**config.mk**
```make
export PLATFORM = sky130hd
export DESIGN_NAME = ccsf_core_sfr
export DESIGN_NICKNAME = d
export VERILOG_FILES = /design/src/design/ccsf_pkg.sv /design/src/design/ccsf_alu_flags.sv /design/src/design/ccsf_data_pointer_bank.sv /design/src/design/ccsf_core_sfr.sv
export SDC_FILE = /design/constraint.sdc
export NUM_CORES = 1
export LEC_CHECK = 0
export BUFFER_PORTS_ARGS = -buffer_cell sky130_fd_sc_hd__buf_2
export CAP_MARGIN = 20
export CORE_MARGIN = 5
export CORE_UTILIZATION = 45
export DETAILED_ROUTE_END_ITERATION = 16
export GPL_TIMING_DRIVEN = 0
export PLACE_DENSITY = 0.66
export SLEW_MARGIN = 20
export SYNTH_ARGS = -nofsm -noshare
export SYNTH_HDL_FRONTEND = slang
export SYNTH_HIERARCHICAL = 1
export SYNTH_SLANG_ARGS = --single-unit
```
**constraint.sdc**
```tcl
create_clock -name CLK_SYS -period 2.9 [get_ports CLK_SYS]
set_input_delay 0.58 -clock CLK_SYS [delete_from_list [all_inputs] [get_ports CLK_SYS]]
set_output_delay 0.58 -clock CLK_SYS [all_outputs]
set_load 0.1 [all_outputs]
```
**src/design/ccsf_pkg.sv**
```systemverilog
`default_nettype none
package ccsf_pkg;

    // direct sfr addresses of the core registers
    localparam logic [7:0] CCSF_ADDR_STACK_POINTER       = 8'h81;
    localparam logic [7:0] CCSF_ADDR_DATA_POINTER_LOW    = 8'h82;
    localparam logic [7:0] CCSF_ADDR_DATA_POINTER_HIGH   = 8'h83;
    localparam logic [7:0] CCSF_ADDR_PROGRAM_STATUS_WORD = 8'hD0;
    localparam logic [7:0] CCSF_ADDR_ACCUMULATOR         = 8'hE0;
    localparam logic [7:0] CCSF_ADDR_SECOND_OPERAND      = 8'hF0;
    localparam logic [7:0] CCSF_ADDR_AUXILIARY_CONTROL   = 8'hF8;

    // values after reset
    localparam logic [7:0]  CCSF_RST_STACK_POINTER = 8'h07;
    localparam logic [7:0]  CCSF_RST_BYTE          = 8'h00;
    localparam logic [15:0] CCSF_RST_DATA_POINTER  = 16'h0000;
    localparam logic [3:0]  CCSF_RST_AUX           = 4'h0;
    localparam logic [1:0]  CCSF_RST_BANK          = 2'h0;

    // field positions in the status word
    localparam int CCSF_PSW_ARITH_CARRY   = 7;
    localparam int CCSF_PSW_HALF_CARRY    = 6;
    localparam int CCSF_PSW_USER_FLAG_A   = 5;
    localparam int CCSF_PSW_BANK_HI       = 4;
    localparam int CCSF_PSW_BANK_LO       = 3;
    localparam int CCSF_PSW_OVERFLOW      = 2;
    localparam int CCSF_PSW_USER_FLAG_B   = 1;
    localparam int CCSF_PSW_PARITY        = 0;
    // auxiliary control: bits 3..0 implemented, bit 0 selects the pointer
    localparam int CCSF_AUX_POINTER_SELECT = 0;
    localparam int CCSF_AUX_WIDTH          = 4;

    // stack pointer steps: one byte for push/pop, two for a return address
    localparam logic [7:0] CCSF_STACK_STEP_BYTE = 8'h01;
    localparam logic [7:0] CCSF_STACK_STEP_CALL = 8'h02;

    typedef enum logic [3:0] {
        ALU_NONE, ALU_ADD, ALU_ADDC, ALU_SUBB, ALU_MUL, ALU_DIV,
        ALU_SETC, ALU_CLRC, ALU_CARRY_LOAD
    } ccsf_alu_op_type;

    typedef enum logic [2:0] {
        STK_NONE, STK_PUSH, STK_POP, STK_CALL, STK_RET
    } ccsf_stack_op_type;

    typedef enum logic [1:0] {
        DP_NONE, DP_LOAD, DP_INC
    } ccsf_dp_op_type;

    // one arithmetic request from the instruction decoder
    typedef struct packed {
        ccsf_alu_op_type op;
        logic [7:0]      operand;
        logic            carry_val;
    } ccsf_alu_req_type;

    // one byte write from the core datapath
    typedef struct packed {
        logic       we;
        logic [7:0] data;
    } ccsf_byte_wr_type;

    // arithmetic outcome with per-field update enables
    typedef struct packed {
        logic       upd_acc;
        logic [7:0] acc;
        logic       upd_b;
        logic [7:0] b;
        logic       upd_cy;
        logic       cy;
        logic       upd_ac;
        logic       ac;
        logic       upd_ov;
        logic       ov;
    } ccsf_alu_res_type;

endpackage : ccsf_pkg
`default_nettype wire

```
**src/design/ccsf_alu_flags.sv**
```systemverilog
`timescale 1ns/1ps
`default_nettype none
module ccsf_alu_flags
    import ccsf_pkg::*;
(
    input  wire logic [7:0]       acc,    // current accumulator
    input  wire logic [7:0]       b_reg,  // current second operand
    input  wire logic             cy_in,  // current carry
    input  wire ccsf_alu_req_type req,    // request from decoder
    output ccsf_alu_res_type      res     // results and enables
);

    logic [8:0]  sum9;
    logic [4:0]  nib5;
    logic [15:0] prod;
    logic        cin;

    // carry-in only for addc and subb
    assign cin = (req.op == ALU_ADDC || req.op == ALU_SUBB) ? cy_in : 1'b0;

    always_comb begin
        res  = '0;
        sum9 = 9'h000;
        nib5 = 5'h00;
        prod = {8'h00, acc} * {8'h00, b_reg};
        unique case (req.op)
            ALU_ADD, ALU_ADDC: begin
                sum9 = {1'b0, acc} + {1'b0, req.operand} + {8'h00, cin};
                nib5 = {1'b0, acc[3:0]} + {1'b0, req.operand[3:0]} + {4'h0, cin};
                res.upd_acc = 1'b1;
                res.acc     = sum9[7:0];
                res.upd_cy  = 1'b1;
                res.cy      = sum9[8];
                res.upd_ac  = 1'b1;
                res.ac      = nib5[4];
                res.upd_ov  = 1'b1;
                res.ov      = (acc[7] == req.operand[7]) && (sum9[7] != acc[7]);
            end
            ALU_SUBB: begin
                // borrow appears as bit 8 of the two's complement difference
                sum9 = {1'b0, acc} - {1'b0, req.operand} - {8'h00, cin};
                nib5 = {1'b0, acc[3:0]} - {1'b0, req.operand[3:0]} - {4'h0, cin};
                res.upd_acc = 1'b1;
                res.acc     = sum9[7:0];
                res.upd_cy  = 1'b1;
                res.cy      = sum9[8];
                res.upd_ac  = 1'b1;
                res.ac      = nib5[4];
                res.upd_ov  = 1'b1;
                res.ov      = (acc[7] != req.operand[7]) && (sum9[7] != acc[7]);
            end
            ALU_MUL: begin
                res.upd_acc = 1'b1;
                res.acc     = prod[7:0];
                res.upd_b   = 1'b1;
                res.b       = prod[15:8];
                res.upd_cy  = 1'b1;
                res.upd_ov  = 1'b1;
                res.ov      = (prod[15:8] != 8'h00);
            end
            ALU_DIV: begin
                // divide by zero flags overflow and keeps both operands
                res.upd_cy  = 1'b1;
                res.upd_ov  = 1'b1;
                res.ov      = (b_reg == 8'h00);
                if (b_reg != 8'h00) begin
                    res.upd_acc = 1'b1;
                    res.acc     = acc / b_reg;
                    res.upd_b   = 1'b1;
                    res.b       = acc % b_reg;
                end
            end
            ALU_SETC: begin
                res.upd_cy = 1'b1;
                res.cy     = 1'b1;
            end
            ALU_CLRC: begin
                res.upd_cy = 1'b1;
            end
            ALU_CARRY_LOAD: begin
                res.upd_cy = 1'b1;
                res.cy     = req.carry_val;
            end
            ALU_NONE: begin
                res = '0;
            end
            default: begin
                res = '0;
            end
        endcase
    end

endmodule : ccsf_alu_flags
`default_nettype wire

```
**src/design/ccsf_data_pointer_bank.sv**
```systemverilog
`timescale 1ns/1ps
`default_nettype none
module ccsf_data_pointer_bank
    import ccsf_pkg::*;
(
    input  wire logic        clk,         // system clock
    input  wire logic        rst_n,       // synchronised reset
    input  wire logic        sel,         // active pointer select
    input  wire logic        wr_low,      // sfr write low byte
    input  wire logic        wr_high,     // sfr write high byte
    input  wire logic [7:0]  wdata,       // sfr write data
    input  wire ccsf_dp_op_type dp_op,    // core load or increment
    input  wire logic [15:0] load_value,  // core load value
    output logic [15:0]      ptr_q [2],   // both pointers
    output logic [15:0]      ptr_d [2]    // both next values
);

    // one pointer per entry; only the selected one sees any access
    for (genvar i = 0; i < 2; i++) begin : g_ptr
        logic hit;
        assign hit = (sel == 1'(i));

        always_comb begin
            ptr_d[i] = ptr_q[i];
            if (hit) begin
                // core operations win over a same-cycle sfr write
                unique case (dp_op)
                    DP_LOAD: ptr_d[i] = load_value;
                    DP_INC:  ptr_d[i] = ptr_q[i] + 16'h0001;
                    DP_NONE: begin
                        if (wr_low) begin
                            ptr_d[i][7:0] = wdata;
                        end
                        if (wr_high) begin
                            ptr_d[i][15:8] = wdata;
                        end
                    end
                    default: ptr_d[i] = ptr_q[i];
                endcase
            end
        end

        always_ff @(posedge clk or negedge rst_n) begin
            if (!rst_n) begin
                ptr_q[i] <= CCSF_RST_DATA_POINTER;
            end else begin
                ptr_q[i] <= ptr_d[i];
            end
        end
    end

endmodule : ccsf_data_pointer_bank
`default_nettype wire

```
**src/design/ccsf_core_sfr.sv**
```systemverilog
// Overview of operation
// - accumulator is 8-bit read/write, feeds and receives arithmetic results
// - second operand register feeds mul/div with accumulator, else scratch
// - stack pointer steps by two on call and back on return
// - push increments stack pointer, pop decrements it
// - two data pointers share addresses; select bit picks the one accessed
// - each data pointer is 16 bits from high and low bytes
// - add, addc and subb update carry, overflow and half carry
// - mul and div clear carry, set overflow on a product over 255 or a divide by zero, keep half carry
// - set/clear carry force it; bit ops load carry from result only
// - two bank select bits choose register bank 0 to 3
// - parity flag follows accumulator one-bit count every cycle
// - two user flags in status word only store what software writes
// - carry bit 7, half carry bit 6, overflow bit 2, all software r/w
`timescale 1ns/1ps
`default_nettype none
module ccsf_core_sfr
    import ccsf_pkg::*;
(
    input  wire logic        CLK_SYS,        // system clock, 20 MHz
    input  wire logic        ARST_N,         // async reset, active low
    input  wire logic [7:0]  SFR_ADDR,       // direct sfr address
    input  wire logic        SFR_WR,         // sfr write strobe
    input  wire logic [7:0]  SFR_WDATA,      // sfr write data
    input  wire logic        SFR_RD,         // sfr read strobe
    input  wire ccsf_alu_req_type ALU_REQ,   // arithmetic / carry request
    input  wire ccsf_byte_wr_type ACC_WR,    // core accumulator write
    input  wire ccsf_stack_op_type STACK_OP, // stack pointer operation
    input  wire ccsf_dp_op_type DP_OP,       // data pointer operation
    input  wire logic [15:0] DP_LOAD_VALUE,  // data pointer load value
    output logic [7:0]       SFR_RDATA,      // read data, next cycle
    output logic             SFR_HIT,        // read hit a mapped sfr
    output logic [7:0]       ACC_VALUE,      // accumulator
    output logic [7:0]       B_VALUE,        // second operand
    output logic [7:0]       STACK_POINTER,  // stack top address
    output logic [15:0]      DATA_POINTER,   // active data pointer
    output logic [7:0]       PSW_VALUE,      // program status word
    output logic [7:0]       REG_BANK_BASE,  // base of working registers
    output logic [2:0]       AUX_CTRL        // other auxiliary control bits
);

    // reset release through two flops
    logic rst_meta_q;
    logic rst_n_q;

    always_ff @(posedge CLK_SYS or negedge ARST_N) begin
        if (!ARST_N) begin
            rst_meta_q <= 1'b0;
            rst_n_q    <= 1'b0;
        end else begin
            rst_meta_q <= 1'b1;
            rst_n_q    <= rst_meta_q;
        end
    end

    // register state
    logic [7:0]                acc_q;
    logic [7:0]                acc_d;
    logic [7:0]                b_q;
    logic [7:0]                b_d;
    logic [7:0]                sp_q;
    logic [7:0]                sp_d;
    logic                      cy_q;
    logic                      cy_d;
    logic                      ac_q;
    logic                      ac_d;
    logic                      ov_q;
    logic                      ov_d;
    logic                      user_flag_a_q;
    logic                      user_flag_b_q;
    logic [1:0]                bank_select_q;
    logic                      parity_q;
    logic [CCSF_AUX_WIDTH-1:0] aux_q;
    logic [CCSF_AUX_WIDTH-1:0] aux_d;
    logic [15:0]               data_pointer_out_q;
    logic [7:0]                rdata_q;
    logic                      hit_q;

    // address decode of the write strobe
    logic wr_sp;
    logic wr_dpl;
    logic wr_dph;
    logic wr_psw;
    logic wr_acc;
    logic wr_b;
    logic wr_aux;

    assign wr_sp  = SFR_WR && (SFR_ADDR == CCSF_ADDR_STACK_POINTER);
    assign wr_dpl = SFR_WR && (SFR_ADDR == CCSF_ADDR_DATA_POINTER_LOW);
    assign wr_dph = SFR_WR && (SFR_ADDR == CCSF_ADDR_DATA_POINTER_HIGH);
    assign wr_psw = SFR_WR && (SFR_ADDR == CCSF_ADDR_PROGRAM_STATUS_WORD);
    assign wr_acc = SFR_WR && (SFR_ADDR == CCSF_ADDR_ACCUMULATOR);
    assign wr_b   = SFR_WR && (SFR_ADDR == CCSF_ADDR_SECOND_OPERAND);
    assign wr_aux = SFR_WR && (SFR_ADDR == CCSF_ADDR_AUXILIARY_CONTROL);

    // arithmetic unit, purely combinational
    ccsf_alu_res_type alu_res;

    ccsf_alu_flags u_alu (
        .acc   (acc_q),
        .b_reg (b_q),
        .cy_in (cy_q),
        .req   (ALU_REQ),
        .res   (alu_res)
    );

    // both physical data pointers
    logic [15:0] ptr_q [2];
    logic [15:0] ptr_d [2];

    ccsf_data_pointer_bank u_data_pointer (
        .clk        (CLK_SYS),
        .rst_n      (rst_n_q),
        .sel        (aux_q[CCSF_AUX_POINTER_SELECT]),
        .wr_low     (wr_dpl),
        .wr_high    (wr_dph),
        .wdata      (SFR_WDATA),
        .dp_op      (DP_OP),
        .load_value (DP_LOAD_VALUE),
        .ptr_q      (ptr_q),
        .ptr_d      (ptr_d)
    );

    // accumulator next value: alu, then core write, then sfr write.
    // hardware wins so a result is never lost to a stray sfr write
    always_comb begin
        acc_d = acc_q;
        if (alu_res.upd_acc) begin
            acc_d = alu_res.acc;
        end else if (ACC_WR.we) begin
            acc_d = ACC_WR.data;
        end else if (wr_acc) begin
            acc_d = SFR_WDATA;
        end
    end

    always_ff @(posedge CLK_SYS or negedge rst_n_q) begin
        if (!rst_n_q) begin
            acc_q <= CCSF_RST_BYTE;
        end else begin
            acc_q <= acc_d;
        end
    end

    // second operand: mul/div results first, else a plain sfr write
    always_comb begin
        b_d = b_q;
        if (alu_res.upd_b) begin
            b_d = alu_res.b;
        end else if (wr_b) begin
            b_d = SFR_WDATA;
        end
    end

    always_ff @(posedge CLK_SYS or negedge rst_n_q) begin
        if (!rst_n_q) begin
            b_q <= CCSF_RST_BYTE;
        end else begin
            b_q <= b_d;
        end
    end

    // stack pointer: wraps modulo 256, as in any 8-bit stack
    always_comb begin
        sp_d = sp_q;
        unique case (STACK_OP)
            STK_PUSH: sp_d = sp_q + CCSF_STACK_STEP_BYTE;
            STK_POP:  sp_d = sp_q - CCSF_STACK_STEP_BYTE;
            STK_CALL: sp_d = sp_q + CCSF_STACK_STEP_CALL;
            STK_RET:  sp_d = sp_q - CCSF_STACK_STEP_CALL;
            STK_NONE: begin
                if (wr_sp) begin
                    sp_d = SFR_WDATA;
                end
            end
            default:  sp_d = sp_q;
        endcase
    end

    always_ff @(posedge CLK_SYS or negedge rst_n_q) begin
        if (!rst_n_q) begin
            sp_q <= CCSF_RST_STACK_POINTER;
        end else begin
            sp_q <= sp_d;
        end
    end

    // arithmetic flags; an alu update beats a same-cycle sfr write
    always_comb begin
        cy_d = cy_q;
        ac_d = ac_q;
        ov_d = ov_q;
        if (wr_psw) begin
            cy_d = SFR_WDATA[CCSF_PSW_ARITH_CARRY];
            ac_d = SFR_WDATA[CCSF_PSW_HALF_CARRY];
            ov_d = SFR_WDATA[CCSF_PSW_OVERFLOW];
        end
        if (alu_res.upd_cy) begin
            cy_d = alu_res.cy;
        end
        if (alu_res.upd_ac) begin
            ac_d = alu_res.ac;
        end
        if (alu_res.upd_ov) begin
            ov_d = alu_res.ov;
        end
    end

    always_ff @(posedge CLK_SYS or negedge rst_n_q) begin
        if (!rst_n_q) begin
            cy_q <= 1'b0;
            ac_q <= 1'b0;
            ov_q <= 1'b0;
        end else begin
            cy_q <= cy_d;
            ac_q <= ac_d;
            ov_q <= ov_d;
        end
    end

    // user flags and bank select change only by sfr write
    always_ff @(posedge CLK_SYS or negedge rst_n_q) begin
        if (!rst_n_q) begin
            user_flag_a_q <= 1'b0;
            user_flag_b_q <= 1'b0;
            bank_select_q <= CCSF_RST_BANK;
        end else if (wr_psw) begin
            user_flag_a_q <= SFR_WDATA[CCSF_PSW_USER_FLAG_A];
            user_flag_b_q <= SFR_WDATA[CCSF_PSW_USER_FLAG_B];
            bank_select_q <= {SFR_WDATA[CCSF_PSW_BANK_HI],
                              SFR_WDATA[CCSF_PSW_BANK_LO]};
        end
    end

    // parity tracks the accumulator's next value, so it never lags a
    // write; software writes to this bit have no lasting effect
    always_ff @(posedge CLK_SYS or negedge rst_n_q) begin
        if (!rst_n_q) begin
            parity_q <= 1'b0;
        end else begin
            parity_q <= ^acc_d;
        end
    end

    // auxiliary control, upper nibble unimplemented
    assign aux_d = wr_aux ? SFR_WDATA[CCSF_AUX_WIDTH-1:0] : aux_q;

    always_ff @(posedge CLK_SYS or negedge rst_n_q) begin
        if (!rst_n_q) begin
            aux_q <= CCSF_RST_AUX;
        end else begin
            aux_q <= aux_d;
        end
    end

    // registered copy of the pointer that the next select will show
    always_ff @(posedge CLK_SYS or negedge rst_n_q) begin
        if (!rst_n_q) begin
            data_pointer_out_q <= CCSF_RST_DATA_POINTER;
        end else begin
            data_pointer_out_q <= ptr_d[aux_d[CCSF_AUX_POINTER_SELECT]];
        end
    end

    // status word as software sees it
    logic [7:0] psw_now;

    assign psw_now = {cy_q, ac_q, user_flag_a_q, bank_select_q,
                      ov_q, user_flag_b_q, parity_q};

    // read path: data one cycle after the strobe, unmapped reads zero
    always_ff @(posedge CLK_SYS or negedge rst_n_q) begin
        if (!rst_n_q) begin
            rdata_q <= CCSF_RST_BYTE;
            hit_q   <= 1'b0;
        end else if (SFR_RD) begin
            hit_q <= 1'b1;
            unique case (SFR_ADDR)
                CCSF_ADDR_STACK_POINTER:       rdata_q <= sp_q;
                CCSF_ADDR_DATA_POINTER_LOW:
                    rdata_q <= ptr_q[aux_q[CCSF_AUX_POINTER_SELECT]][7:0];
                CCSF_ADDR_DATA_POINTER_HIGH:
                    rdata_q <= ptr_q[aux_q[CCSF_AUX_POINTER_SELECT]][15:8];
                CCSF_ADDR_PROGRAM_STATUS_WORD: rdata_q <= psw_now;
                CCSF_ADDR_ACCUMULATOR:         rdata_q <= acc_q;
                CCSF_ADDR_SECOND_OPERAND:      rdata_q <= b_q;
                CCSF_ADDR_AUXILIARY_CONTROL:   rdata_q <= {4'h0, aux_q};
                default: begin
                    rdata_q <= CCSF_RST_BYTE;
                    hit_q   <= 1'b0;
                end
            endcase
        end else begin
            rdata_q <= CCSF_RST_BYTE;
            hit_q   <= 1'b0;
        end
    end

    // outputs, all wired from flops
    assign SFR_RDATA     = rdata_q;
    assign SFR_HIT       = hit_q;
    assign ACC_VALUE     = acc_q;
    assign B_VALUE       = b_q;
    assign STACK_POINTER = sp_q;
    assign DATA_POINTER  = data_pointer_out_q;
    assign PSW_VALUE     = psw_now;
    assign REG_BANK_BASE = {3'b000, bank_select_q, 3'b000};
    assign AUX_CTRL      = aux_q[CCSF_AUX_WIDTH-1:1];

endmodule : ccsf_core_sfr
`default_nettype wire

```
# After elaboration in Yosys (flattened, before gate mapping)
# Cells that the tools add are included.
classes:
  eq_ne: 26
  n_bitwise: 2
  n_shift: 0
  reduce_logical: 25
  div: 2
  n_mul: 1
  muxes: 40
  order_cmp: 2
  n_addsub: 14
op_table:
  columns: ["op", "count"]
  rows:
  - ["two-way mux 16 bit", 8]
  - ["one-hot mux 16 bit (3 select lines)", 2]
  - ["two-way mux 8 bit", 11]
  - ["== test 8 bit, second input constant", 7]
  - ["one-hot mux 8 bit (7 select lines)", 1]
  - ["one-hot mux 8 bit (5 select lines)", 1]
  - ["one-hot mux 9 bit (4 select lines)", 1]
  - ["adder 16 x 1 -> 16 bit, second input constant", 2]
  - ["two-way mux 18 bit", 1]
  - ["one-hot mux 9 bit (2 select lines)", 1]
  - ["== test 4 x 3 -> 1 bit, second input constant", 4]
  - ["multiplier 8 x 8 -> 16 bit", 1]
  - ["nonzero test 8 bit", 2]
  - ["two-way mux 1 bit", 11]
  - ["adder 8 x 8 -> 9 bit", 1]
  - ["adder 9 x 1 -> 9 bit", 1]
  - ["logical AND 1 bit", 9]
  - ["subtractor 8 x 8 -> 9 bit", 1]
  - ["subtractor 9 x 1 -> 9 bit", 1]
  - ["adder 8 x 1 -> 8 bit, second input constant", 1]
  - ["adder 8 x 2 -> 8 bit, second input constant", 1]
  - ["divider 8 x 8 -> 8 bit", 1]
  - ["== test 4 x 2 -> 1 bit, second input constant", 2]
  - ["zero test 8 bit", 1]
  - ["other kinds (32)", 40]
word_totals:
  latchBits: 0
  ram_bits: 0
  out_inout_bits: 68
  reg_bits: 95
  mem_count: 0
  input_bits: 63
  rom_bits: 0

# Logic depth before layout (Yosys ltp)
# Gate-level depths: netlist of run 1.
logic_depth:
  word_depth: 8
  ltp_mapped: 52

# Cells and area by module
# The synthesis of run 1 kept the hierarchy.
by_module_without_submodules:
  columns: ["mod", "cells_each", "area_per_inst_um2", "instances"]
  rows:
  - ["ccsf_alu_flags", 671, 5068.6, 1]
  - ["ccsf_core_sfr", 420, 4170.2, 1]
  - ["ccsf_data_pointer_bank", 327, 2588.7, 1]

# Least setup slack after synthesis of run 1
# Ideal clock, no wire load.
synth_path:
  path_type: "reg2reg"
  start: "register b_q[3], in the netlist B_VALUE[3]"
  end: "register parity_q"
  required_time_ns: 2.766
  period_less_slack_ns: 12.382
  arrival_time_ns: 12.248
  setup_ns: 0.134
  setup_slack_ns: -9.482
  path_stages_with_launch: 50
  n_path_buf: 1
  cell_sequence: "dfrtp_1 -> clkinv_1 -> nand3_1 -> nor2_1 -> a21oi_1 -> a21oi_1 -> ha_1 -> or4b_1 -> o311a_1 -> o22a_1 -> ha_1 -> o211ai_1 -> a211o_1 -> o221a_2 -> or2_2 -> ha_1 -> a21o_1 -> o211ai_1 -> [14 not listed] -> nor2_1 -> a311oi_1 -> ha_1 -> a21o_1 -> a41o_1 -> a31o_2 -> mux2_2 -> ha_1 -> nor2b_1 -> o31a_1 -> o21ai_0 -> a21oi_1 -> o21ai_1 -> o211ai_1 -> a21oi_1 -> nor3_2 -> xnor2_1 -> xnor3_1"
synth_lines:
  columns: ["element", "line", "rtl"]
  rows:
  - ["from (decl)", "ccsf_core_sfr.sv:59", "logic [7:0] b_q;"]
  - ["from (signal assigned)", "ccsf_core_sfr.sv:157", "b_q <= CCSF_RST_BYTE;"]
  - ["from (signal assigned)", "ccsf_core_sfr.sv:159", "b_q <= b_d;"]
  - ["to (signal assigned)", "ccsf_core_sfr.sv:241", "parity_q <= ^acc_d;"]
  - ["to (decl)", "ccsf_core_sfr.sv:72", "logic parity_q;"]

==> results.cfg, run 1 <==
[route]
wirelength_um = 43900
wire_per_inst_um = 22.0
post-route-drc-count = 0
num_vias = 12300
viasPerCell = 6.18
ant_nets = 0
first_iter_violations = 1419
drt-pass1-iter-count = 6

[status]
violations = setup timing
status = finished, violations left

[place]
dp_hpwl_um = 32000
dp.cells = 1880
portBuffers = 121
place.gp.congestion = 0.954

[clock_tree]
clkTransAtPathRegs_ns = 0.07
clock_path_buffers = 2
cts_sinks = 95
clk_root_buffer_cell = clkbuf_16
cts_tree = done
cts_buffers = 9
ctsHtreeMaxLevel = 3
clk_latency_ns = 0.35

[final_layout]
final_cell_mix = buf_2, nor2_1, nand2_1
final_common_cell = buf_2
drive_gt1_share_pct = 29.7
area_delta_synth_final_pct = 26.4
finish.utilization_pct = 57.5
nNetsFinal = 1868
layoutNonFillerInstCount = 1994
diodes = 0

[worst_setup_path]
cpMostUsedCell = ha_4
r2r_slack_ns = -8.21
path_class = reg -> reg
path_delay_family = compound AO/OA/AOI/OAI gates
path_max_fanout = 6
cp_slowest_stage_delay_ns = 0.51
cp.buffers_inverters = 5
critPathCaptureType = flop
worstPathArrival_ns = 11.34
crit_slowest_cell = or4b_1
required_ns = 3.13
startpoint_type = flop

[global_route]
grt_max_degree = 57
grt.total_usage_pct = 28.6
grt_pass1_vias = 11700
grt-ovfl-total = 0
antenna_found_initial = 1
grt_pass1_wl_um = 66000

[floorplan]
core_um2 = 26000
die_y_um = 172
dieArea_um2 = 29600
initial_core_util_pct = 45.5
die_w_um = 172
io_pins = 131
row_count = 59

[logic_synthesis]
avgSynthCellArea_um2 = 8.34
ys_async_sr_fraction_pct = 100
netlist_area_um2 = 11800
seq_area_frac_synth_pct = 20.1
synth_edf_count = 0
ys_ff_latch = 95
synth_cells = 1418
synthFlopType = dfrtp_1
ys_warn_count = 6
yosysUniqueCellTypes = 107

[sta]
grt_setup_unrepaired = yes
finalClockSkew_ns = 0.00684
relSlewSlack_pct = 45.3
fin_crit_sh_pct = 383
report.final.slew_viol_count = 0
fmax_mhz = 90.0
fin_crit_ns = 11.11
setup_viol = 18
layout_setup_ws_ns = -8.21
hold_viol = 0
tightest_slew_ns = 0.812

[hold_path]
min-delay-path-class = reg -> async

[flow_run]
max_cap_violations = 0
-- cell usage after synthesis (all sizes together) (27+ instances only) --
cell,number,area share (%)
mux2,31,3.0
a21oi,79,3.4
fa,42,7.1
ha,109,12
nor2,133,4.3
clkbuf,31,1.2
buf,38,2.2
o21ai,113,4.8
inv,109,3.5
mux2i,44,3.8
xnor2,27,2.0
a31oi,27,1.6
dfrtp,92,19
nand2,117,3.8
nor3,49,2.3
-- worst paths after layout --
kind,start,endpoint,cells past startpoint
worst max-delay path,B_VALUE[5]$_DFFE_PN0P_,B_VALUE[4]$_DFFE_PN0P_,51
worst min-delay path,rst_n_q$_DFF_PN0_,DATA_POINTER[13]$_DFF_PN0_,0
worst max register to register,B_VALUE[5]$_DFFE_PN0P_,B_VALUE[4]$_DFFE_PN0P_,51
worst min register to register,rst_n_q$_DFF_PN0_,DATA_POINTER[13]$_DFF_PN0_,0
max in group asynchronous,rst_n_q$_DFF_PN0_,STACK_POINTER[2]$_DFFE_PN1P_,1
min in group CLK_SYS,rst_meta_q$_DFF_PN0_,rst_n_q$_DFF_PN0_,0
-- final cells by class --
cell class | count | area (um^2)
flip-flops and latches | 95 | 2420
fillers | 2320 | 11000
well taps | 335 | 419
multi-input cells | 1141 | 9430
clock inverters | 4 | 30.0
plain buffers | 67 | 423
clock buffers | 12 | 256
repair buffers | 222 | 1460
inverters | 118 | 510
-- metrics by stage --
step / cell area, um^2 / TNS, ns / hold WS (ns) / worst slack [ns]
floorplan: 12300 / -104.67 / 0.284 / -8.13
global route: 14900 / -110.94 / 0.363 / -8.57
detailed placement: 13300 / -133.97 / 0.334 / -9.52
finish: 14900 / -105.40 / 0.315 / -8.21
CTS: 14500 / -99.93 / 0.339 / -7.86
global placement: 13300 / -242.87 / 0.334 / -9.42
-- flip-flops by register name (all words and copies together) (netlist names), 2 cells and up --
signal and flops:
ACC_VALUE 8, STACK_POINTER 8, SFR_RDATA 8, aux_q 4, bank_select_q 2, B_VALUE 8, DATA_POINTER 16, u_data_pointer/ptr_q 32
-- per-layer routing --
| layer | GRT usage [%] | part of all wire (%) |
|---|---|---|
| met3 | 4.92 | 8.6 |
| met4 | 6.02 | 2.0 |
| met5 | 0 | 0.016 |
| met1 | 40.6 | 44 |
| met2 | 46.2 | 46 |
-- worst register-to-register path, delay by kind of cell, from the launching register on --
kind                       cells  cell delay (ns)
AOI/OAI and AO/OA             27             5.05
and+or+nand+nor               11             2.51
muxes                          1             0.34
DFF                            1             0.45
adders and majority gates      7             1.89
buffers and inverters          5             0.74
-- repair_timing --
action | 4_1_cts | 5_1_grt
hold endpoints to repair | 2 | 0
setup buffers | 60 | 40
hold buffers | 1 | 0
pin swaps | 61 | 51
gates resized for setup | 79 | 51
gates cloned | 0 | 0
endpoints found under the setup margin | 32 | 36
-- cells by family (layout without fill, tap and decap cells) --
family | after synthesis | in the layout | synth area share [%]
buffers and inverters | 187 | 423 | 7.06
flip-flops | 95 | 95 | 20.1
AND/OR/NAND/NOR | 457 | 457 | 19.8
multiplexers | 82 | 82 | 8.15
XOR/XNOR | 52 | 52 | 3.97
AO/OA/AOI/OAI | 392 | 392 | 22.2
adder cells (fa/ha/maj) | 151 | 151 | 18.6
other | 2 | 7 | 0.0635
Power of run 1 is left out: the tool's default activity adds up to more than one toggle a clock period on the data nets, which glitch-free logic cannot reach.
==> inputs of run 2 (changes only) <==
--- a/config.mk
+++ b/config.mk
@@ -12,6 +12,7 @@
 export DETAILED_ROUTE_END_ITERATION = 16
 export GPL_TIMING_DRIVEN = 0
 export PLACE_DENSITY = 0.66
+export SKIP_LAST_GASP = 1
 export SLEW_MARGIN = 20
 export SYNTH_ARGS = -nofsm -noshare
 export SYNTH_HDL_FRONTEND = slang
==> results.cfg, run 2 (synthesized netlist as in run 1, its figures left out) <==
[status]
status = finished, violations left
violations = setup timing

[global_route]
grt_pass1_wl_um = 65600
grt_pass1_vias = 11700
grt-ovfl-total = 0
antenna_found_initial = 1
grt_max_degree = 57
grt.total_usage_pct = 28.6

[final_layout]
regMostFlops = u_data_pointer/ptr_q
final_cell_mix = buf_2, nor2_1, nand2_1
diodes = 0
final_common_cell = buf_2
largest_register_ffs = 32
layoutNonFillerInstCount = 1991
nNetsFinal = 1865
nFillCells = 2330
area_delta_synth_final_pct = 25.7
drive_gt1_share_pct = 29.2

[route]
routed-wl-met3_um = 4020
wire_per_inst_um = 22.0
post-route-drc-count = 0
first_iter_violations = 1232
viasPerCell = 6.15
ant_nets = 0
dr.max_layer_used = met5
wl_met2_um = 19700
wirelength_um = 43800
num_vias = 12200
drt-pass1-iter-count = 5
drt-met1-wl_um = 18800

[worst_setup_path]
path_class = reg -> reg
cp_slowest_stage_delay_ns = 0.51
crit_slowest_cell = or4b_1
startpoint_type = flop
worstPathArrival_ns = 11.43
required_ns = 3.13
cpMostUsedCell = ha_4
critPathCaptureType = flop
path_max_fanout = 6

[floorplan]
initial_core_util_pct = 45.5
die_w_um = 172
core_um2 = 26000
dieArea_um2 = 29600
die_y_um = 172
io_pins = 131
row_count = 59

[sta]
fin_crit_ns = 11.19
report.final.slew_viol_count = 0
layout_setup_ws_ns = -8.29
setup_viol = 18
fmax_mhz = 89.3
grt_setup_unrepaired = yes
finalClockSkew_ns = 0.00758
hold_viol = 0
tightest_slew_ns = 0.808
fin_crit_sh_pct = 386
holdWs_ns = 0.314
relSlewSlack_pct = 45.5

[clock_tree]
clk_root_buffer_cell = clkbuf_16
ctsHtreeMaxLevel = 3
clk_latency_ns = 0.36
cts_sinks = 95
clock_path_buffers = 2
cts_tree = done
cts_buffers = 9
clkTransAtPathRegs_ns = 0.07

[flow_run]
max_cap_violations = 0

[hold_path]
min-delay-path-class = reg -> async

[place]
place.gp.congestion = 0.954
dp_hpwl_um = 32000
portBuffers = 121
dp.cells = 1880
[run 2: through the flow]
stage | setup TNS (ns) | worst slack, ns | cell area (um^2) | util (%)
final | -106.77 | -8.29 | 14900 | 57.2
after global placement | -242.87 | -9.42 | 13300 | 51.1
after global routing | -111.86 | -8.65 | 14900 | 57.2
after CTS | -100.06 | -7.86 | 14400 | 55.6
after detailed placement | -133.97 | -9.52 | 13300 | 51.2
after floorplan | -104.67 | -8.13 | 12300 | -
[run 2: area by class of cell]
type                            instances  area, um^2  share of cell area [%]
Buffer                                 67         420                    2.83
Clock buffer                           12         256                    1.73
Clock inverter                          4        30.0                   0.202
Inverter                              118         507                    3.41
Multi-Input combinational cell       1141        9390                    63.1
Sequential cell                        95        2420                    16.3
Tap cell                              335         419                    2.82
Timing Repair Buffer                  219        1430                    9.61
[run 2: timing repair]
item | 4_1_cts | 5_1_grt
gates cloned | 0 | 0
hold buffers | 1 | 0
pin swaps | 60 | 52
endpoints found under the hold margin | 2 | 0
resized for setup | 71 | 45
setup endpoints to repair | 32 | 35
setup buffers | 60 | 37
[run 2: path summary, 6_finish.rpt]
check | start | to | slack, ns | cells past startpoint
worst min-delay path | rst_n_q$_DFF_PN0_ | DATA_POINTER[13]$_DFF_PN0_ | 0.31 | 0
min in group CLK_SYS | rst_meta_q$_DFF_PN0_ | rst_n_q$_DFF_PN0_ | 0.36 | 0
worst min register to register | rst_n_q$_DFF_PN0_ | DATA_POINTER[13]$_DFF_PN0_ | 0.31 | 0
max in group asynchronous | rst_n_q$_DFF_PN0_ | STACK_POINTER[2]$_DFFE_PN1P_ | 1.85 | 1
worst max-delay path | B_VALUE[7]$_DFFE_PN0P_ | B_VALUE[4]$_DFFE_PN0P_ | -8.29 | 51
worst max register to register | B_VALUE[7]$_DFFE_PN0P_ | B_VALUE[4]$_DFFE_PN0P_ | -8.29 | 51
[run 2: routing by layer]
layer | up-vias | GRT usage [%]
li1 | 5584 | -
met1 | 5976 | 39.7
met2 | 603 | 44.8
met3 | 84 | 6.36
met4 | 2 | 8.51
met5 | - | 0
[run 2: worst max-delay path, delay by kind of cell, from the launching register on]
kind	cells	cell delay, ns
buffers and inverters	6	0.90
AOI/OAI and AO/OA	27	5.29
adders and majority gates	7	1.85
and+or+nand+nor	10	2.18
muxes	1	0.34
DFF	1	0.48
Power of run 2 is left out for the same reason.
